$ cat config.mk
export PLATFORM = sky130hd
export DESIGN_NAME = amp_seq
export DESIGN_NICKNAME = d
export VERILOG_FILES = /design/src/shared/amp_pkg.sv /design/src/shared/amp_gain_if.sv /design/src/verilog/amp_seq.sv /design/src/verilog/amp_gain_calc.sv
export SDC_FILE = /design/constraint.sdc
export NUM_CORES = 1
export LEC_CHECK = 0
export BUFFER_PORTS_ARGS = -buffer_cell sky130_fd_sc_hd__buf_4
export CORE_ASPECT_RATIO = 1.5
export CORE_MARGIN = 4
export CORE_UTILIZATION = 51
export DETAILED_ROUTE_END_ITERATION = 16
export PLACE_DENSITY = 0.75
export SYNTH_ARGS = -nofsm -noshare
export SYNTH_HDL_FRONTEND = slang
export SYNTH_SLANG_ARGS = --single-unit
$ cat constraint.sdc
create_clock -name core_clk -period 4.9 [get_ports core_clk]
set_input_delay 0 -clock core_clk [delete_from_list [all_inputs] [get_ports core_clk]]
set_output_delay 0 -clock core_clk [all_outputs]
set_load 0.02 [all_outputs]
$ cat src/shared/amp_pkg.sv
// constants and types for the amplifier mode and gain-fade sequencer
// assumes one 20 MHz core clock; gain steps are 2 dB indices on one ladder
package amp_pkg;
  localparam int CLK_HZ = 20_000_000;
  // nominal slow internal clock that paces the fade steps
  localparam int INT_CLK_HZ = 58;
  localparam int TICK_CYCLES = CLK_HZ / INT_CLK_HZ;
  localparam int TICK_W = 20;
  // internal clock ticks per gain step
  localparam int STEP_TICKS = 2;
  localparam int LVL_W = 5;
  localparam int GAIN_W = 6;
  // ladder index 0 is -46 dB; bridged level i sits 3 steps (6 dB) above single-ended level i
  localparam logic [5:0] BTL_OFFSET = 6'h03;
  localparam logic [5:0] SE_FLOOR = 6'h00;
  localparam logic [5:0] BTL_FLOOR = 6'h03;
  localparam logic [5:0] GAIN_RST = 6'h00;
  // register word indices (address bits 3:2) on the AXI4-Lite port
  localparam int ADDR_W = 4;
  localparam logic [1:0] IDX_TICK_DIV = 2'h0;
  localparam logic [1:0] IDX_STATUS = 2'h1;
  localparam logic [1:0] IDX_TARGET = 2'h2;
  localparam logic [1:0] RESP_OKAY = 2'h0;
  localparam logic [1:0] RESP_SLVERR = 2'h2;
  // status and target field positions
  localparam int ST_GAIN_LSB = 0;
  localparam int ST_STATE_LSB = 8;
  localparam int ST_PWRUP_BIT = 12;
  localparam int ST_SAVED_LSB = 16;
  localparam int TG_FLOOR_LSB = 8;
  // synchroniser vector layout
  localparam int SY_RUN = 0;
  localparam int SY_FADE = 1;
  localparam int SY_SE = 2;
  localparam int SY_SRC = 3;
  localparam int SY_BYP = 4;
  localparam int SY_VOL = 5;
  localparam int SY_OFF = 10;
  localparam int SY_CEIL = 15;
  localparam int SY_W = 20;

  typedef enum logic [2:0] {
    ST_OFF = 3'b000,
    ST_CHARGE = 3'b001,
    ST_RAMP = 3'b010,
    ST_ACTIVE = 3'b011,
    ST_DOWN = 3'b100
  } amp_state_t;
endpackage

$ cat src/shared/amp_gain_if.sv
// carrier between the sequencer and its target-gain calculator
// assumes all signals are already in the core clock domain
`timescale 1ns/1ps
interface amp_gain_if;
  logic [amp_pkg::LVL_W-1:0] volume;
  logic [amp_pkg::LVL_W-1:0] offset;
  logic [amp_pkg::LVL_W-1:0] ceiling;
  logic se_mode;
  logic [amp_pkg::GAIN_W-1:0] target;
  logic [amp_pkg::GAIN_W-1:0] floor_step;
  modport calc (input volume, offset, ceiling, se_mode, output target, floor_step);
  modport seq (output volume, offset, ceiling, se_mode, input target, floor_step);
endinterface

$ cat src/verilog/amp_seq.sv
// amplifier output-mode, input-mux and gain-fade sequencer with AXI4-Lite registers
// assumes control pins are static levels from outside the clock domain
// Operation
// - select low keeps both minus amplifiers on while the plus amplifiers are on
// - select high turns minus amplifiers off
// - source high routes headphone inputs
// - source low routes line inputs
// - source and output mode act independently
// - run low mutes, low current; source select still routes
// - ramp mode picks fade-on or fade-off
// - fade-on shutdown steps down every two ticks
// - fade-on bypass discharge only after lowest step
// - fade-on release: charge bypass, then ramp gain up
// - fade-off shutdown saves gain, mutes at once
// - fade-off release restores saved gain at once
// - power-up ramps from lowest step always
// - single-ended target is volume minus offset, capped
// - zero offset gives 6 dB below bridged
//
// Implementation choices: the AXI4-Lite slave port and the register addresses.
`timescale 1ns/1ps
module amp_seq #(
  parameter int TICK_CYCLES = amp_pkg::TICK_CYCLES
) (
  // clock and reset
  input wire logic core_clk,
  input wire logic arst_n,
  // control pins
  input wire logic run,
  input wire logic ramp_mode,
  input wire logic output_config_select,
  input wire logic input_source_select,
  input wire logic bypass_charged,
  input wire logic [amp_pkg::LVL_W-1:0] volume_level,
  input wire logic [amp_pkg::LVL_W-1:0] headphone_offset_level,
  input wire logic [amp_pkg::LVL_W-1:0] headphone_ceiling_level,
  // amplifier controls
  output logic left_minus_output_en,
  output logic right_minus_output_en,
  output logic plus_output_en,
  output logic route_phone_input,
  output logic mute,
  output logic low_current,
  output logic bypass_discharge,
  output logic [amp_pkg::GAIN_W-1:0] gain_step,
  // axi4-lite slave
  input wire logic [amp_pkg::ADDR_W-1:0] s_axi_awaddr,
  input wire logic s_axi_awvalid,
  output logic s_axi_awready,
  input wire logic [31:0] s_axi_wdata,
  input wire logic [3:0] s_axi_wstrb,
  input wire logic s_axi_wvalid,
  output logic s_axi_wready,
  output logic [1:0] s_axi_bresp,
  output logic s_axi_bvalid,
  input wire logic s_axi_bready,
  input wire logic [amp_pkg::ADDR_W-1:0] s_axi_araddr,
  input wire logic s_axi_arvalid,
  output logic s_axi_arready,
  output logic [31:0] s_axi_rdata,
  output logic [1:0] s_axi_rresp,
  output logic s_axi_rvalid,
  input wire logic s_axi_rready
);
  ////////////////////////////////////////////////////////////////////////////////
  // input synchroniser; level codes are static, so a torn multi-bit sample
  // only lasts one cycle, though the ST_ACTIVE follower copies it to gain_step for that cycle
  logic [amp_pkg::SY_W-1:0] sync1_reg;
  logic [amp_pkg::SY_W-1:0] sync2_reg;
  logic run_s, fade_s, se_s, src_s, byp_s;

  always_ff @(posedge core_clk or negedge arst_n) begin
    if (!arst_n) begin
      sync1_reg <= '0;
      sync2_reg <= '0;
    end else begin
      sync1_reg <= {headphone_ceiling_level, headphone_offset_level, volume_level,
                    bypass_charged, input_source_select, output_config_select,
                    ramp_mode, run};
      sync2_reg <= sync1_reg;
    end
  end

  assign run_s = sync2_reg[amp_pkg::SY_RUN];
  assign fade_s = sync2_reg[amp_pkg::SY_FADE];
  assign se_s = sync2_reg[amp_pkg::SY_SE];
  assign src_s = sync2_reg[amp_pkg::SY_SRC];
  assign byp_s = sync2_reg[amp_pkg::SY_BYP];

  amp_gain_if gi ();
  assign gi.volume = sync2_reg[amp_pkg::SY_VOL +: amp_pkg::LVL_W];
  assign gi.offset = sync2_reg[amp_pkg::SY_OFF +: amp_pkg::LVL_W];
  assign gi.ceiling = sync2_reg[amp_pkg::SY_CEIL +: amp_pkg::LVL_W];
  assign gi.se_mode = se_s;

  amp_gain_calc u_calc (
    .gi(gi.calc)
  );

  ////////////////////////////////////////////////////////////////////////////////
  // slow step tick; divider is software-writable so a bench can speed it up
  logic [amp_pkg::TICK_W-1:0] tick_div_reg, tick_div_next;
  logic [amp_pkg::TICK_W-1:0] tick_cnt_reg, tick_cnt_next;
  logic tick_reg, tick_next;

  always_comb begin
    tick_next = 1'b0;
    tick_cnt_next = tick_cnt_reg + 1'b1;
    if ({1'b0, tick_cnt_reg} + 21'h0_0001 >= {1'b0, tick_div_reg}) begin
      tick_cnt_next = '0;
      tick_next = 1'b1;
    end
  end

  always_ff @(posedge core_clk or negedge arst_n) begin
    if (!arst_n) begin
      tick_cnt_reg <= '0;
      tick_reg <= 1'b0;
    end else begin
      tick_cnt_reg <= tick_cnt_next;
      tick_reg <= tick_next;
    end
  end

  ////////////////////////////////////////////////////////////////////////////////
  // fade sequencer
  amp_pkg::amp_state_t state_reg, state_next;
  logic [amp_pkg::GAIN_W-1:0] gain_reg, gain_next, saved_reg, saved_next;
  logic phase_reg, phase_next, pwrup_reg, pwrup_next;
  logic step_ev, act_next;

  assign step_ev = tick_reg && (phase_reg == 1'(amp_pkg::STEP_TICKS - 1));

  always_comb begin
    state_next = state_reg;
    gain_next = gain_reg;
    saved_next = saved_reg;
    pwrup_next = pwrup_reg;
    case (state_reg)
      amp_pkg::ST_OFF: begin
        if (run_s) begin
          state_next = amp_pkg::ST_CHARGE;
        end
      end
      amp_pkg::ST_CHARGE: begin
        gain_next = gi.floor_step;
        if (!run_s) begin
          state_next = amp_pkg::ST_OFF;
        end else if (byp_s) begin
          pwrup_next = 1'b0;
          if (pwrup_reg || !fade_s) begin
            state_next = amp_pkg::ST_RAMP;
          end else begin
            gain_next = saved_reg;
            state_next = amp_pkg::ST_ACTIVE;
          end
        end
      end
      amp_pkg::ST_RAMP, amp_pkg::ST_ACTIVE: begin
        if (!run_s) begin
          saved_next = gain_reg;
          // fade-off drops to midrail at once; fade-on walks down first
          if (fade_s) begin
            state_next = amp_pkg::ST_OFF;
          end else begin
            state_next = amp_pkg::ST_DOWN;
          end
        end else if (state_reg == amp_pkg::ST_ACTIVE) begin
          gain_next = gi.target;
        end else if (gain_reg == gi.target) begin
          state_next = amp_pkg::ST_ACTIVE;
        end else if (step_ev) begin
          if (gain_reg < gi.target) begin
            gain_next = gain_reg + 1'b1;
          end else begin
            gain_next = gain_reg - 1'b1;
          end
        end
      end
      amp_pkg::ST_DOWN: begin
        if (run_s) begin
          state_next = amp_pkg::ST_RAMP;
        end else if (gain_reg <= gi.floor_step) begin
          gain_next = gi.floor_step;
          state_next = amp_pkg::ST_OFF;
        end else if (step_ev) begin
          gain_next = gain_reg - 1'b1;
        end
      end
      default: begin
        state_next = amp_pkg::ST_OFF;
      end
    endcase
    // the step phase restarts with every state change so the first step falls on the second tick
    if (state_next != state_reg) begin
      phase_next = 1'b0;
    end else if (tick_reg) begin
      phase_next = ~phase_reg;
    end else begin
      phase_next = phase_reg;
    end
  end

  always_ff @(posedge core_clk or negedge arst_n) begin
    if (!arst_n) begin
      state_reg <= amp_pkg::ST_CHARGE;
      gain_reg <= amp_pkg::GAIN_RST;
      saved_reg <= amp_pkg::GAIN_RST;
      phase_reg <= 1'b0;
      pwrup_reg <= 1'b1;
    end else begin
      state_reg <= state_next;
      gain_reg <= gain_next;
      saved_reg <= saved_next;
      phase_reg <= phase_next;
      pwrup_reg <= pwrup_next;
    end
  end

  ////////////////////////////////////////////////////////////////////////////////
  // amplifier control outputs, registered from the next state
  assign act_next = (state_next == amp_pkg::ST_RAMP) || (state_next == amp_pkg::ST_ACTIVE) ||
                    (state_next == amp_pkg::ST_DOWN);

  always_ff @(posedge core_clk or negedge arst_n) begin
    if (!arst_n) begin
      left_minus_output_en <= 1'b0;
      right_minus_output_en <= 1'b0;
      plus_output_en <= 1'b0;
      route_phone_input <= 1'b0;
      mute <= 1'b1;
      low_current <= 1'b0;
      bypass_discharge <= 1'b0;
      gain_step <= amp_pkg::GAIN_RST;
    end else begin
      left_minus_output_en <= act_next && !se_s;
      right_minus_output_en <= act_next && !se_s;
      plus_output_en <= act_next;
      route_phone_input <= src_s;
      mute <= !act_next;
      low_current <= state_next == amp_pkg::ST_OFF;
      bypass_discharge <= state_next == amp_pkg::ST_OFF;
      gain_step <= gain_next;
    end
  end

  ////////////////////////////////////////////////////////////////////////////////
  // axi4-lite slave
  logic aw_full_reg, aw_full_next, w_full_reg, w_full_next;
  logic [amp_pkg::ADDR_W-1:0] awaddr_reg, awaddr_next;
  logic [31:0] wdata_reg, wdata_next, wr_word;
  logic [3:0] wstrb_reg, wstrb_next;
  logic awready_next, wready_next, bvalid_next, arready_next, rvalid_next;
  logic [1:0] bresp_next, rresp_next;
  logic [31:0] rdata_next;

  always_comb begin
    aw_full_next = aw_full_reg;
    w_full_next = w_full_reg;
    awaddr_next = awaddr_reg;
    wdata_next = wdata_reg;
    wstrb_next = wstrb_reg;
    bvalid_next = s_axi_bvalid;
    bresp_next = s_axi_bresp;
    rvalid_next = s_axi_rvalid;
    rresp_next = s_axi_rresp;
    rdata_next = s_axi_rdata;
    tick_div_next = tick_div_reg;
    wr_word = {12'h000, tick_div_reg};
    if (s_axi_awvalid && s_axi_awready) begin
      aw_full_next = 1'b1;
      awaddr_next = s_axi_awaddr;
    end
    if (s_axi_wvalid && s_axi_wready) begin
      w_full_next = 1'b1;
      wdata_next = s_axi_wdata;
      wstrb_next = s_axi_wstrb;
    end
    if (s_axi_bvalid && s_axi_bready) begin
      bvalid_next = 1'b0;
    end
    // commit only once both halves are held, one cycle after the later one
    if (aw_full_reg && w_full_reg && !s_axi_bvalid) begin
      aw_full_next = 1'b0;
      w_full_next = 1'b0;
      bvalid_next = 1'b1;
      bresp_next = amp_pkg::RESP_SLVERR;
      if (awaddr_reg[3:2] == amp_pkg::IDX_TICK_DIV) begin
        for (int b = 0; b < 4; b++) begin
          if (wstrb_reg[b]) begin
            wr_word[8*b +: 8] = wdata_reg[8*b +: 8];
          end
        end
        tick_div_next = wr_word[amp_pkg::TICK_W-1:0];
        bresp_next = amp_pkg::RESP_OKAY;
      end
    end
    awready_next = !aw_full_next && !bvalid_next;
    wready_next = !w_full_next && !bvalid_next;
    if (s_axi_rvalid && s_axi_rready) begin
      rvalid_next = 1'b0;
    end
    if (s_axi_arvalid && s_axi_arready) begin
      rvalid_next = 1'b1;
      rresp_next = amp_pkg::RESP_OKAY;
      rdata_next = '0;
      case (s_axi_araddr[3:2])
        amp_pkg::IDX_TICK_DIV: rdata_next[amp_pkg::TICK_W-1:0] = tick_div_reg;
        amp_pkg::IDX_STATUS: begin
          rdata_next[amp_pkg::ST_GAIN_LSB +: amp_pkg::GAIN_W] = gain_reg;
          rdata_next[amp_pkg::ST_STATE_LSB +: 3] = state_reg;
          rdata_next[amp_pkg::ST_PWRUP_BIT] = pwrup_reg;
          rdata_next[amp_pkg::ST_SAVED_LSB +: amp_pkg::GAIN_W] = saved_reg;
        end
        amp_pkg::IDX_TARGET: begin
          rdata_next[amp_pkg::GAIN_W-1:0] = gi.target;
          rdata_next[amp_pkg::TG_FLOOR_LSB +: amp_pkg::GAIN_W] = gi.floor_step;
        end
        default: rresp_next = amp_pkg::RESP_SLVERR;
      endcase
    end
    arready_next = !rvalid_next;
  end

  always_ff @(posedge core_clk or negedge arst_n) begin
    if (!arst_n) begin
      aw_full_reg <= 1'b0;
      w_full_reg <= 1'b0;
      awaddr_reg <= '0;
      wdata_reg <= '0;
      wstrb_reg <= '0;
      tick_div_reg <= amp_pkg::TICK_W'(TICK_CYCLES);
      s_axi_awready <= 1'b0;
      s_axi_wready <= 1'b0;
      s_axi_bvalid <= 1'b0;
      s_axi_bresp <= amp_pkg::RESP_OKAY;
      s_axi_arready <= 1'b0;
      s_axi_rvalid <= 1'b0;
      s_axi_rresp <= amp_pkg::RESP_OKAY;
      s_axi_rdata <= '0;
    end else begin
      aw_full_reg <= aw_full_next;
      w_full_reg <= w_full_next;
      awaddr_reg <= awaddr_next;
      wdata_reg <= wdata_next;
      wstrb_reg <= wstrb_next;
      tick_div_reg <= tick_div_next;
      s_axi_awready <= awready_next;
      s_axi_wready <= wready_next;
      s_axi_bvalid <= bvalid_next;
      s_axi_bresp <= bresp_next;
      s_axi_arready <= arready_next;
      s_axi_rvalid <= rvalid_next;
      s_axi_rresp <= rresp_next;
      s_axi_rdata <= rdata_next;
    end
  end
endmodule

$ cat src/verilog/amp_gain_calc.sv
// target and floor gain step from the volume, offset and ceiling levels
// assumes synchronised level codes; purely combinational
`timescale 1ns/1ps
module amp_gain_calc (
  amp_gain_if.calc gi
);
  logic [amp_pkg::LVL_W-1:0] se_lvl;

  always_comb begin
    // single-ended level is volume minus offset, never below zero, capped by ceiling
    if (gi.offset > gi.volume) begin
      se_lvl = '0;
    end else begin
      se_lvl = gi.volume - gi.offset;
    end
    if (se_lvl > gi.ceiling) begin
      se_lvl = gi.ceiling;
    end
    if (gi.se_mode) begin
      gi.target = {1'b0, se_lvl};
      gi.floor_step = amp_pkg::SE_FLOOR;
    end else begin
      // same level sits 6 dB higher when bridged
      gi.target = {1'b0, gi.volume} + amp_pkg::BTL_OFFSET;
      gi.floor_step = amp_pkg::BTL_FLOOR;
    end
  end
endmodule

After elaboration in Yosys (flattened, before gate mapping)

Cells that the tools add are included.
Widths: inputs -> output; s select.

Add/sub/neg operators: 6
Order comparisons: 5
Equal/unequal tests: 16
Multiplexer cells: 50
Bitwise operators: 2
Reductions and logical operators: 36

Operators with widths:

| kind                  | number |
|---|---|
| $mux 6                | 12 |
| $pmux 6 s3            | 2 |
| $mux 3                | 9 |
| $add 20x1->21 const B | 1 |
| $ge 21x20->1          | 1 |
| $add 20x1->20 const B | 1 |
| $mux 20               | 1 |
| $eq 3x2->1 const B    | 4 |
| $mux 1                | 12 |
| $mux 2                | 6 |
| $pmux 3 s4            | 1 |
| $reduce_and 3->1      | 4 |
| $logic_and 1x1->1     | 11 |
| $gt 5x5->1            | 2 |
| $mux 5                | 2 |
| $ne 3x3->1 const B    | 3 |
| $pmux 3 s3            | 1 |
| $logic_not 1->1       | 8 |
| $pmux 4 s2            | 1 |
| $add 5x2->6 const B   | 1 |
| $add 6x1->6 const B   | 1 |
| $eq 3x3->1 const B    | 2 |
| $eq 6x6->1            | 1 |
| $le 6x6->1            | 1 |
| 20 further kinds      | 27 |

Bits in registers: 163
Output and inout port bits: 54
Logic and storage cells: 145

Longest topological paths before layout

Gate-level depths: netlist of the first run.

Depth in word-level cells: 14
Gate-level depth with buffers: 22
Mapped depth without buffers: 21

Hierarchy

Synthesis of the first run repeated with hierarchy kept, for this count alone.

Cell total of the unflattened synthesis: 740
Area total of the unflattened synthesis: 8,232.9 µm²

By module, submodules not included:

| module        | times used | cells each | area each (µm²) | sequential area each (µm²) |
|---|---|---|---|---|
| amp_seq       | 1          | 658        | 7,634.8         | 3,996.3 |
| amp_gain_calc | 1          | 82         | 598.1           | 0.0 |

Worst setup path after synthesis of the first run

No wires, ideal clock.

Kind: register to register
From: register sync2_reg[5] (netlist bit)
To: register gain_step[3] (netlist bit)
Library setup time: 0.134 ns
Arrival: 4.706 ns
Setup slack: 0.060 ns
Cell stages (with the launch flop): 23
Path buffers: 1
Period minus slack after synthesis: 4.840 ns
Cell sequence: dfrtp_1 inv_1 ha_1 inv_1 fa_1 a21o_1 a21oi_1 a2bb2oi_1 nand2_1 ha_1 and4_1 a21o_1 o21ai_0 mux2_2 o21ai_0 ha_1 nand2_1 nor3_1 o32a_2 or3_1 buf_2 a311oi_1 o22ai_1

Word-level cells in the longest chain between the ends: 12
Elaborated cells on any way between the ends: 17

RTL lines:

| item                                      | line                                     | text |
|---|---|---|
| start: declaration                        | amp_seq.sv:69                            | `logic [amp_pkg::SY_W-1:0] sync2_reg;` |
| start signal: assignment                  | amp_seq.sv:80                            | `sync2_reg <= sync1_reg;` |
| $sub 5x5->5 or $gt 5x5->1 (tied branches) | amp_gain_calc.sv:14, amp_gain_calc.sv:11 |  |
| $mux 5                                    | amp_gain_calc.sv:11                      | `if (gi.offset > gi.volume) begin` |
| $gt 5x5->1                                | amp_gain_calc.sv:16                      | `if (se_lvl > gi.ceiling) begin` |
| $mux 5                                    | amp_gain_calc.sv:16                      |  |
| $mux 6 (*)                                | amp_gain_calc.sv:19                      | `if (gi.se_mode) begin` |
| $lt 6x6->1                                | amp_seq.sv:173                           | `if (gain_reg < gi.target) begin` |
| $mux 6                                    | amp_seq.sv:173                           |  |
| $mux 6                                    | amp_seq.sv:172                           | `end else if (step_ev) begin` |
| $mux 6                                    | amp_seq.sv:170                           | `end else if (gain_reg == gi.target) begin` |
| $mux 6                                    | amp_seq.sv:168                           | `end else if (state_reg == amp_pkg::ST_ACTIVE) begin` |
| $mux 6                                    | amp_seq.sv:160                           | `if (!run_s) begin` |
| $pmux 6 s3                                | amp_seq.sv:139                           | `case (state_reg)` |
| end signal: assignment                    | amp_seq.sv:234                           | `gain_step <= amp_pkg::GAIN_RST;` |
| end signal: assignment                    | amp_seq.sv:243                           | `gain_step <= gain_next;` |
| end: declaration                          | amp_seq.sv:45                            | `output logic [amp_pkg::GAIN_W-1:0] gain_step,` |

Mark *: on every way between the ends. The rest lies on a longest branch, timed or not. The select of a mux whose other input is x is not followed.
A chain may end at the register's enable or synchronous reset.

Worst setup path after layout of the first run

From: register sync2_reg[5] (netlist bit)
To: register gain_step[0] (netlist bit)

The elaborated chain is that of the path after synthesis.

==> metrics.yaml, run 1 <==
outcome:
  status: "finished, final reports clean"
die:
  die-area_sq_mm: 0.0174
  coreArea_sq_mm: 0.0151
  start_util_pct: 52.0
  ioPinCount: 125
  die_height_um: 160
  num_rows: 55
  die_w_um: 109
cts:
  clkSinkCount: 159
  clkTransAtPathRegs_ns: 0.06
  h-tree-depth: 4
  cts_tree: "built"
  clockBufferDepth: 2
  root_buffer: "clkbuf_16"
  insertion_delay_ns: 0.43
  cts_made_buffers: 17
global_route:
  grt_pass1_vias: 6625
  gr-total-overflow: 0
  grt_usage_pct: 24.0
  antenna_found_initial: 1
  grt_pass1_wl_um: 32500
  grt_max_degree: 106
cells_and_area:
  largest_register_ffs: 22
  final_layout_size_suffix_gt1_share_pct: 27.4
  stdcell_count: 1088
  regMostFlops: "s_axi_rdata"
  regArea_sq_mm: 0.00400
  multiInputGateArea_sq_mm: 0.00359
  n_fill_cell: 1100
  syn_to_final_growth_pct: 27.4
  utilization_pct: 66.2
  nNetsFinal: 989
  postLayoutCellArea_sq_mm: 0.00998
synth:
  synthXorXnorAreaFrac_pct: 3.35
  synthCells: 715
  yosys.cell_types.count: 65
  syn_area_sq_mm: 0.00783
  synth_top_area_cell: "dfrtp_1"
  synth_ff_type: "dfrtp_1"
  synth_edf_count: 0
  avgSynthCellArea_sq_um: 11.0
  ys_warn_count: 0
  postSynth.asyncResetShare_pct: 100
  synth_mux_area_share_pct: 9.81
  synthTopCellsByArea: "dfrtp_1, mux2_2, ha_1"
  yosys.area_share.simple_pct: 13.0
  yosys_register_bits: 159
  ys_seq_area_share_pct: 51.0
  synth_fa_ha_area_share_pct: 6.96
  synth_top_family_by_area: "simple AND/OR/NAND/NOR gates"
  yosysTopAreaCellShare_pct: 46.3
  synth_compound_area_share_pct: 10.8
critical_path:
  path_cells: "inv_2 -> ha_2 -> inv_1 -> fa_2 -> a21o_1 -> a21oi_2 -> buf_4 -> nand3_1 -> nand2_2 -> ha_4 -> and4_4 -> a21o_1 -> o21ai_1 -> mux2_2 -> o21ai_0 -> ha_1 -> nand2_1 -> nor3_1 -> o32a_2 -> buf_4 -> nor3_4 -> mux2i_1 -> a311o_1"
  critical-path-slowest-cell: "dfrtp_1"
  setup.worst_path.start: "sync2_reg[5]"
  start_kind: "flip-flop"
  worstPathArrival_ns: 5.03
  cp-end-kind: "flip-flop"
  rr_startpoint: "sync2_reg[5]"
  reg2regPathDepth: 23
  max_stage_delay_ns: 0.39
  critPathMaxFanout: 4
  critPathKind: "reg -> reg"
  cp.required_ns: 5.21
detailed_routing:
  route.vias.total: 6095
  drt-total-wl_um: 19600
  dr.pass1.iters: 6
  post_drt_wl_per_cell_um: 18.0
  vias_per_cell: 5.60
  postRouteAntennaNets: 0
  post-route-drc-count: 0
  drt_iter0_drc: 273
sta:
  setup_viol: 0
  slew_headroom_pct: 27.6
  holdWs_ns: 0.0726
  finClkSkew_ns: 0.00746
  period_needed_ns: 4.72
  max_freq_mhz: 212
  rsz0062_at_grt: "yes"
  drv_slew: 0
  final_hold_viol_count: 0
  period_share_pct: 96.3
  tightest_slew_ns: 1.09
hold_path:
  hp-start: "s_axi_araddr[2]"
  hold_depth: 3
  hold_class: "in -> reg"
place:
  dp_cells: 1003
  gp_congestion: 0.951
  placed_area_sq_mm: 0.00880
  dp_hpwl_um: 13900
  numPortBuffers: 95
power:
  total_power_mw: 4.92
  leakagePower_nw: 4.70
  peakVddDrop_mv: 0.388
  pwr_density_cell_mw_per_mm2: 493
run:
  cap_violations: 0
-- layout make-up --
cell class / instances / area share (%)
Timing Repair Buffer: 171 / 14.2
Inverter: 46 / 1.73
Clock inverter: 12 / 1.13
Clock buffer: 20 / 4.48
Multi-Input combinational cell: 480 / 35.9
Sequential cell: 159 / 40.0
Tap cell: 199 / 2.49
Antenna cell: 1 / 0.0251
-- repair_timing --
| action | in CTS | in global routing |
|---|---|---|
| gates resized for setup | 4 | 20 |
| pin swaps | 0 | 14 |
| endpoints found under the setup margin | 6 | 6 |
| hold buffers | 51 | 0 |
| setup buffers | 0 | 2 |
| hold endpoints to repair | 147 | 0 |
-- per-stage QoR --
stage | worst slack, ns | TNS (ns)
floorplan | 0.0601 | 0
global placement | 0.0127 | 0
detailed placement | -0.0800 | -0.240
CTS | 0.0311 | 0
global route | -0.0369 | -0.103
finish | 0.180 | 0
-- placed cells by master (no fill, tap or decap), drive strengths merged, types with 5 or more instances in the layout --
| cell | count |
|---|---|
| buf | 120 |
| a21o | 8 |
| a21oi | 30 |
| mux2 | 54 |
| ha | 42 |
| conb | 12 |
| a22o | 8 |
| dfrtp | 145 |
| nor3b | 22 |
| clkbuf | 20 |
| dfstp | 14 |
| dlygate4sd3 | 51 |
| nand3 | 15 |
| xor2 | 11 |
| xnor2 | 19 |
| nand4 | 7 |
| nand2 | 54 |
| clkinv | 7 |
| mux2i | 16 |
| nand2b | 10 |
| inv | 48 |
| o21ai | 36 |
| nor3 | 14 |
| and2 | 5 |
| nor2 | 40 |
| and3 | 8 |
| nor2b | 9 |
-- cell families after synthesis --
group	count (synthesis)
fa+ha+maj	43
buf+inv	87
simple gates	197
mux	70
compound gates	128
other cells	1
flops	159
xor+xnor	30
-- where the power goes --
group          switching [mW]  internal (mW)
clock network           0.531          0.715
logic                   0.818          0.811
registers               0.348           1.69
total                    1.70           3.22
-- synth_stat cells (2+ instances only) --
| cell type | n |
|---|---|
| nand4_1 | 7 |
| a21oi_1 | 30 |
| or2_2 | 2 |
| ha_1 | 42 |
| a21boi_0 | 4 |
| or3_1 | 4 |
| nand2_1 | 54 |
| nand2b_1 | 10 |
| o311ai_0 | 2 |
| inv_1 | 46 |
| nand3_1 | 15 |
| o211ai_1 | 4 |
| nor3b_1 | 22 |
| buf_2 | 4 |
| and2_1 | 5 |
| and3_1 | 8 |
| buf_4 | 14 |
| and4_1 | 2 |
| dfstp_2 | 14 |
| xor2_1 | 11 |
| a311o_1 | 2 |
| clkbuf_1 | 21 |
| nor3_1 | 13 |
| o21a_1 | 3 |
| o22ai_1 | 4 |
| a311oi_1 | 2 |
| dfrtp_1 | 145 |
| nor2_1 | 40 |
| nor2b_1 | 9 |
| a211oi_1 | 4 |
| xnor2_1 | 19 |
| a22o_1 | 8 |
| o31ai_1 | 3 |
| a21o_1 | 8 |
| o21ai_0 | 36 |
| mux2_2 | 54 |
| mux2i_1 | 16 |
-- final timing paths --
| check | slack, ns | end |
|---|---|---|
| max | 0.18 | gain_step[0] |
| min in group asynchronous | 0.23 | wdata_reg[18] |
| min reg2reg | 0.35 | sync2_reg[2] |
| max reg2reg | 0.18 | gain_step[0] |
| max in group asynchronous | 3.49 | gain_step[1] |
| min | 0.07 | s_axi_rdata[18] |
-- layer usage --
metal	vias to the layer above	GRT usage, %	wire length, um
met5	-	0	0
met2	239	42.5	10700
met3	65	5.58	1070
met1	2989	26.4	7080
li1	2802	-	-
met4	0	11.7	784
-- worst max-delay path: cells and delay by family (launching register included) --
kind | cells | cell delay [ns]
buffers and inverters | 4 | 0.42
AOI/OAI and AO/OA | 7 | 1.59
DFF | 1 | 0.39
and+or+nand+nor | 6 | 0.71
muxes | 2 | 0.49
adders and majority gates | 4 | 0.99
Power figures use the tool's default switching activity.
==> run 2, diff against run 1 <==
--- a/config.mk
+++ b/config.mk
@@ -5,6 +5,7 @@
 export SDC_FILE = /design/constraint.sdc
 export NUM_CORES = 1
 export LEC_CHECK = 0
+export ABC_AREA = 1
 export BUFFER_PORTS_ARGS = -buffer_cell sky130_fd_sc_hd__buf_4
 export CORE_ASPECT_RATIO = 1.5
 export CORE_MARGIN = 4
==> metrics.yaml, run 2 <==
outcome:
  status: "finished, final reports clean"  # unchanged
cells_and_area:
  regArea_sq_mm: 0.00400  # unchanged
  nNetsFinal: 1189  # was 989
  utilization_pct: 65.1  # was 66.2%
  largest_register_ffs: 22  # unchanged
  n_antenna_cell: 0  # was 1
  syn_to_final_growth_pct: 25.0  # was 27.4%
  mostFrequentLayoutCells: "nand2_1, inv_1, dfrtp_1"  # was dfrtp_1, buf_4, mux2_2
  multiInputGateArea_sq_mm: 0.00313  # was 0.00359 sq mm
  final_layout_size_suffix_gt1_share_pct: 15.1  # was 27.4%
  regMostFlops: "s_axi_rdata"  # unchanged
  final_common_cell: "nand2_1"  # was dfrtp_1
  n_fill_cell: 1241  # was 1100
detailed_routing:
  post_drt_wl_per_cell_um: 14.8  # was 18.0 um
  dr.pass1.iters: 5  # was 6
  postRouteAntennaNets: 0  # unchanged
  drt-total-wl_um: 19000  # was 19600 um
  drt_iter0_drc: 395  # was 273
  vias_per_cell: 5.05  # was 5.60
  route.vias.total: 6498  # was 6095
  post-route-drc-count: 0  # unchanged
critical_path:
  critPathMaxFanout: 9  # was 4
  start_kind: "flip-flop"  # unchanged
  crit_top_cell: "nand2_1"
  critPathKind: "reg -> reg"  # unchanged
  cp.required_ns: 5.22  # was 5.21 ns
  critical-path-slowest-cell: "fa_1"  # was dfrtp_1
  max_stage_delay_ns: 0.40  # was 0.39 ns
  cp-end-kind: "flip-flop"  # unchanged
  crit_buf_inv: 6  # was 4
  worstPathArrival_ns: 4.56  # was 5.03 ns
  cp_top_family: "simple AND/OR/NAND/NOR gates"  # was compound AO/OA/AOI/OAI gates
synth:
  yosysTopAreaCellShare_pct: 46.2  # was 46.3%
  synth_top_area_cell: "dfrtp_1"  # unchanged
  postSynth.asyncResetShare_pct: 100  # unchanged
  synthCells: 924  # was 715
  yosys_register_bits: 159  # unchanged
  synth_fa_ha_area_share_pct: 6.94  # was 6.96%
  synthTopCellsByArea: "dfrtp_1, nand2_1, inv_1"  # was dfrtp_1, mux2_2, ha_1
  synthTopCellsByCount: "nand2_1, inv_1, dfrtp_1, o21ai_0, nor2_1"  # was dfrtp_1, mux2_2, nand2_1, inv_1, ha_1
  avgSynthCellArea_sq_um: 8.50  # was 11.0 sq um
  syn_area_sq_mm: 0.00786  # was 0.00783 sq mm
  yosys.cell_types.count: 44  # was 65
  yosys.area_share.simple_pct: 20.6  # was 13.0%
  synth_top_family_by_area: "simple AND/OR/NAND/NOR gates"  # unchanged
  synth_ff_type: "dfrtp_1"  # unchanged
  ys_warn_count: 0  # unchanged
  synth_edf_count: 0  # unchanged
  synthXorXnorAreaFrac_pct: 2.34  # was 3.35%
  yosysMostFrequentCell: "nand2_1"  # was dfrtp_1
  synth_compound_area_share_pct: 9.40  # was 10.8%
  synth_mux_area_share_pct: 0  # was 9.81%
  ys_seq_area_share_pct: 50.9  # was 51.0%
place:
  dp_hpwl_um: 13300  # was 13900 um
  gp_congestion: 0.880  # was 0.951
  numPortBuffers: 95  # unchanged
die:
  num_rows: 55  # unchanged
  die_height_um: 160  # about the same
  die-area_sq_mm: 0.0175  # was 0.0174 sq mm
  start_util_pct: 52.1  # was 52.0%
  coreArea_sq_mm: 0.0151  # unchanged
  die_w_um: 109  # about the same
  ioPinCount: 125  # unchanged
global_route:
  grt_pass1_vias: 6658  # was 6625
  grt_pass1_wl_um: 31400  # was 32500 um
  grt_usage_pct: 23.0  # was 24.0%
  antenna_found_initial: 0  # was 1
  gr-total-overflow: 0  # unchanged
  grt_max_degree: 109  # was 106
hold_path:
  hold_class: "in -> reg"  # unchanged
power:
  peakVddDrop_mv: 0.423  # was 0.388 mV
  total_power_mw: 4.83  # was 4.92 mW
  pwr_density_cell_mw_per_mm2: 492  # was 493 mW/mm^2
  leakagePower_nw: 5.11  # was 4.70 nW
sta:
  final_hold_viol_count: 0  # unchanged
  finClkSkew_ns: 0.00774  # was 0.00746 ns
  setup_viol: 0  # unchanged
  max_freq_mhz: 236  # was 212 MHz
  rsz0062_at_grt: "no"  # was yes
  finalSetupTns_ns: 0  # unchanged
  tightest_slew_ns: 0.987  # was 1.09 ns
  period_needed_ns: 4.24  # was 4.72 ns
  drv_slew: 0  # unchanged
  slew_headroom_pct: 34.0  # was 27.6%
  period_share_pct: 86.5  # was 96.3%
cts:
  root_buffer: "clkbuf_16"  # unchanged
  clkTransAtPathRegs_ns: 0.07  # was 0.06 ns
  h-tree-depth: 4  # unchanged
  clockBufferDepth: 2  # unchanged
  insertion_delay_ns: 0.43  # about the same
  cts_made_buffers: 17  # unchanged
  clkSinkCount: 159  # unchanged
  cts_tree: "built"  # unchanged
run:
  cap_violations: 0  # unchanged
==> run 2: changes by cell type in the layout (fill, tap and decap cells not counted), sizes merged, moves of 9 or more <==
cell    previous run  this run
buf              120        96
inv               48       162
mux2              54         0
mux2i             16         0
nand2             54       227
nand2b            10         0
nand3             15        37
nor2              40        80
nor2b              9         0
nor3b             22         0
o21ai             36        84
xnor2             19         4
==> run 2: timing repair <==
item,in CTS,in global routing
hold endpoints to repair,152,0
setup endpoints to repair,0,0
gates resized for setup,0,0
hold buffers,55,0
buffers inserted,0,0
==> run 2: logic make-up after synthesis <==
| kind of cell | Yosys count |
|---|---|
| AOI/OAI and AO/OA | 136 |
| buffers and inverters | 186 |
| and+or+nand+nor | 378 |
| other | 1 |
| adders and majority gates | 43 |
| DFF | 159 |
| xor gates and xnor gates | 21 |
==> run 2: area by class of cell <==
| cell class | count | area share, % |
|---|---|---|
| clock buffer | 17 | 4.33 |
| tap | 199 | 2.54 |
| clock inverter | 15 | 1.54 |
| multi-input combinational | 590 | 31.9 |
| inverter | 156 | 5.97 |
| sequential | 159 | 40.7 |
| timing repair buffer | 151 | 13.0 |
==> run 2: metal layers <==
| layer | vias up | global-route usage (%) | routed length [um] |
|---|---|---|---|
| met5 | - | 0 | 0 |
| met4 | 0 | 8.85 | 518 |
| met3 | 35 | 4.89 | 1030 |
| met2 | 197 | 41.6 | 10400 |
| met1 | 3068 | 25.7 | 7080 |
| li1 | 3198 | - | - |
==> run 2: worst paths after layout <==
| check | from | to | slack, ns | cells past startpoint |
|---|---|---|---|---|
| setup reg to reg | sync2_reg[5] | gain_step[1] | 0.66 | 33 |
| hold reg to reg | sync1_reg[12] | sync2_reg[12] | 0.35 | 0 |
| max in group asynchronous | arst_n | tick_cnt_reg[10] | 3.37 | 3 |
| min in group asynchronous | arst_n | plus_output_en | 0.25 | 2 |
| setup / recovery | sync2_reg[5] | gain_step[1] | 0.66 | 33 |
| hold / removal | s_axi_wvalid | wstrb_reg[1] | 0.03 | 4 |
==> run 2: per-stage QoR <==
stage          hold WS (ns)  std cells  worst slack [ns]  cell area, sq um
4_1_cts              0.0242       1287             0.696              9820
5_1_grt              0.0623       1287             0.173              9820
3_3_place_gp          0.109       1200             0.789              8690
3_5_place_dp          0.110       1200             0.717              8690
6_report             0.0303       1287             0.659              9820
2_1_floorplan        -0.296        935              1.28              7900
==> run 2: power by group <==
group | total (mW) | internal [mW] | switching [mW]
registers | 1.91 | 1.69 | 0.217
logic | 1.64 | 0.625 | 1.01
clock network | 1.29 | 0.716 | 0.570
==> run 2: worst min-delay path, cell delays in order <==
cell and delay [ns]:
buf_4 0.08, nand2_1 0.18, nand2_1 0.11, nand2_1 0.04
==> run 3, diff against run 2 <==
--- a/config.mk
+++ b/config.mk
@@ -8,10 +8,11 @@
 export ABC_AREA = 1
 export BUFFER_PORTS_ARGS = -buffer_cell sky130_fd_sc_hd__buf_4
 export CORE_ASPECT_RATIO = 1.5
-export CORE_MARGIN = 4
-export CORE_UTILIZATION = 51
+export CORE_MARGIN = 2
+export CORE_UTILIZATION = 52
 export DETAILED_ROUTE_END_ITERATION = 16
-export PLACE_DENSITY = 0.75
+export PLACE_DENSITY = 0.76
 export SYNTH_ARGS = -nofsm -noshare
 export SYNTH_HDL_FRONTEND = slang
+export SYNTH_HIERARCHICAL = 1
 export SYNTH_SLANG_ARGS = --single-unit
==> metrics.yaml, run 3 <==
global_route:
  grt_pass1_wl_um: 32500  # was 31400 um
  grt_pass1_vias: 6893  # was 6658
  grt_usage_pct: 25.0  # was 23.0%
  antenna_found_initial: 0  # unchanged
  grt_max_degree: 105  # was 109
  gr-total-overflow: 0  # unchanged
synth:
  synth_ff_type: "dfrtp_1"  # unchanged
  synthCells: 970  # was 924
  yosys.cell_types.count: 41  # was 44
  yosys_register_bits: 159  # unchanged
  synthTopCellsByArea: "dfrtp_1, nand2_1, ha_1"  # was dfrtp_1, nand2_1, inv_1
  syn_area_sq_mm: 0.00810  # was 0.00786 sq mm
  synth_top_area_cell: "dfrtp_1"  # unchanged
  yosysTopAreaCellShare_pct: 44.8  # was 46.2%
  avgSynthCellArea_sq_um: 8.35  # was 8.50 sq um
  ys_warn_count: 6  # was 0
  synth_edf_count: 0  # unchanged
  postSynth.asyncResetShare_pct: 100  # unchanged
  synthTopCellsByCount: "nand2_1, dfrtp_1, inv_1, nor2_1, a21oi_1"  # was nand2_1, inv_1, dfrtp_1, o21ai_0, nor2_1
  yosysMostFrequentCell: "nand2_1"  # unchanged
  ys_seq_area_share_pct: 49.3  # was 50.9%
sta:
  tightest_slew_ns: 0.921  # was 0.987 ns
  final_hold_viol_count: 0  # unchanged
  drv_slew: 0  # unchanged
  setup_viol: 0  # unchanged
  max_freq_mhz: 241  # was 236 MHz
  period_share_pct: 84.6  # was 86.5%
  period_needed_ns: 4.15  # was 4.24 ns
  slew_headroom_pct: 38.6  # was 34.0%
  holdWs_ns: 0.0514  # was 0.0303 ns
  finalSetupTns_ns: 0  # unchanged
  rsz0062_at_grt: "no"  # unchanged
  finClkSkew_ns: 0.0131  # was 0.00774 ns
power:
  pwr_density_cell_mw_per_mm2: 527  # was 492 mW/mm^2
  peakVddDrop_mv: 0.289  # was 0.423 mV
  leakagePower_nw: 5.31  # was 5.11 nW
cells_and_area:
  largest_register_ffs: 22  # unchanged
  mostFrequentLayoutCells: "nand2_1, dfrtp_1, inv_1"  # was nand2_1, inv_1, dfrtp_1
  regMostFlops: "s_axi_rdata"  # unchanged
  final_layout_size_suffix_gt1_share_pct: 15.8  # was 15.1%
  syn_to_final_growth_pct: 24.6  # was 25.0%
  postLayoutCellArea_sq_mm: 0.0101  # was 0.00982 sq mm
  nNetsFinal: 1241  # was 1189
  n_fill_cell: 1223  # was 1241
  final_common_cell: "nand2_1"  # unchanged
  utilization_pct: 66.7  # was 65.1%
  n_antenna_cell: 0  # unchanged
critical_path:
  crit_top_cell: "nand2_1"  # unchanged
  cp-end-kind: "flip-flop"  # unchanged
  critPathKind: "reg -> reg"  # unchanged
  rr_startpoint: "sync2_reg[5]"  # unchanged
  start_kind: "flip-flop"  # unchanged
  r2r_end: "gain_step[4]"  # was gain_step[1]
  cp.required_ns: 5.21  # was 5.22 ns
  rrSetupSlack_ns: 0.75  # was 0.66 ns
  reg2regPathDepth: 32  # was 33
  critical-path-slowest-cell: "fa_1"  # unchanged
  max_stage_delay_ns: 0.40  # about the same
  worstPathArrival_ns: 4.45  # was 4.56 ns
  critPathMaxFanout: 7  # was 9
outcome:
  status: "finished, final reports clean"  # unchanged
die:
  ioPinCount: 125  # unchanged
  coreArea_sq_mm: 0.0151  # about the same
  die_height_um: 157  # was 160 um
  start_util_pct: 53.5  # was 52.1%
  die-area_sq_mm: 0.0166  # was 0.0175 sq mm
  die_w_um: 106  # was 109 um
  num_rows: 55  # unchanged
detailed_routing:
  dr.pass1.iters: 7  # was 5
  vias_per_cell: 5.11  # was 5.05
  postRouteAntennaNets: 0  # unchanged
  met2WireLength_um: 10600  # was 10400 um
  top_layer_used: "met4"  # unchanged
  wl_met1_um: 7680  # was 7080 um
  drt-total-wl_um: 19600  # was 19000 um
  route.vias.total: 6826  # was 6498
  drt_iter0_drc: 401  # was 395
  dr_wl_met3_um: 760  # was 1030 um
  post-route-drc-count: 0  # unchanged
  post_drt_wl_per_cell_um: 14.7  # was 14.8 um
run:
  cap_violations: 0  # unchanged
hold_path:
  hold_depth: 4  # unchanged
  min_to: "s_axi_rdata[3]"  # was wstrb_reg[1]
  hold_class: "in -> reg"  # unchanged
  hp-start: "s_axi_araddr[3]"  # was s_axi_wvalid
place:
  dp_hpwl_um: 13700  # was 13300 um
  gp_congestion: 0.921  # was 0.880
  placed_area_sq_mm: 0.00893  # was 0.00869 sq mm
  numPortBuffers: 95  # unchanged
cts:
  cts_made_buffers: 17  # unchanged
  cts_tree: "built"  # unchanged
  h-tree-depth: 4  # unchanged
  insertion_delay_ns: 0.43  # about the same
  post_cts_resize_count: 0  # unchanged
  root_buffer: "clkbuf_16"  # unchanged
  clkTransAtPathRegs_ns: 0.08  # was 0.07 ns
  clkSinkCount: 159  # unchanged
  clockBufferDepth: 2  # unchanged
[run 3: changes by cell type after synthesis, sizes merged, moves of 2 or more]
cell | before | now
xnor2 | 4 | 6
a21oi | 30 | 54
o21ai | 84 | 48
or2 | 4 | 6
nor2 | 80 | 92
inv | 155 | 147
nand3b | 3 | 5
nand4 | 14 | 12
nand3 | 37 | 55
o211ai | 1 | 9
ha | 42 | 46
nand2 | 227 | 245
buf | 20 | 22
o221ai | 6 | 4
[run 3: cell families after synthesis]
group / synth area share, %
adder cells (fa/ha/maj): 7.35
flip-flops: 49.3
other: 0.0927
buffers and inverters: 9.39
AND/OR/NAND/NOR: 22.6
multiplexers: 0.139
XOR/XNOR: 2.49
AO/OA/AOI/OAI: 8.59
[run 3: worst max path at each step]
stage / startpoint / endpoint / slack [ns] / cells past startpoint
2_1_floorplan: sync2_reg[5] / gain_step[4] / 1.38 / 32
3_3_place_gp: sync2_reg[5] / gain_step[4] / 0.92 / 32
3_5_place_dp: sync2_reg[5] / gain_step[4] / 0.78 / 32
4_1_cts: sync2_reg[5] / gain_step[4] / 0.75 / 32
5_1_grt: sync2_reg[5] / gain_step[4] / 0.28 / 32
6_report: sync2_reg[5] / gain_step[4] / 0.75 / 32
[run 3: critical path: cells and delay by family, from the launching register on]
| kind | cells | cell delay (ns) |
|---|---|---|
| AND/OR/NAND/NOR | 22 | 2.02 |
| adder cells (fa/ha/maj) | 4 | 1.12 |
| buffers and inverters | 5 | 0.45 |
| flip-flops | 1 | 0.37 |
| AO/OA/AOI/OAI | 1 | 0.05 |
[run 3: metal layers]
| metal | up-vias | global-route usage, % |
|---|---|---|
| met5 | - | 0 |
| met4 | 0 | 10.2 |
| met3 | 45 | 4.04 |
| met2 | 192 | 47.3 |
| met1 | 3217 | 27.5 |
| li1 | 3372 | - |
[run 3: final cells by class]
| cell class | count | area (sq um) | area share (%) |
|---|---|---|---|
| well taps | 199 | 249 | 2.47 |
| repair buffers | 152 | 1280 | 12.7 |
| flip-flops and latches | 159 | 4000 | 39.6 |
| clock buffers | 17 | 425 | 4.21 |
| multi-input cells | 644 | 3390 | 33.6 |
| clock inverters | 15 | 186 | 1.85 |
| inverters | 149 | 559 | 5.54 |
[run 3: what timing repair did]
| action | CTS | global route |
|---|---|---|
| setup buffers | 0 | 0 |
| hold endpoints to repair | 143 | 0 |
| hold buffers | 55 | 0 |
[run 3: where the power goes]
| group | switching, mW | internal, mW |
|---|---|---|
| Sequential | 0.272 | 1.72 |
| Combinational | 1.24 | 0.759 |
| Clock | 0.631 | 0.694 |
| Total | 2.15 | 3.17 |
[run 3: through the flow]
stage,power [mW],setup WS [ns],std cells
floorplan,3.29,1.38,984
global placement,3.86,0.923,1248
detailed placement,3.91,0.779,1248
CTS,5.31,0.748,1335
global route,5.70,0.279,1335
finish,5.32,0.753,1335
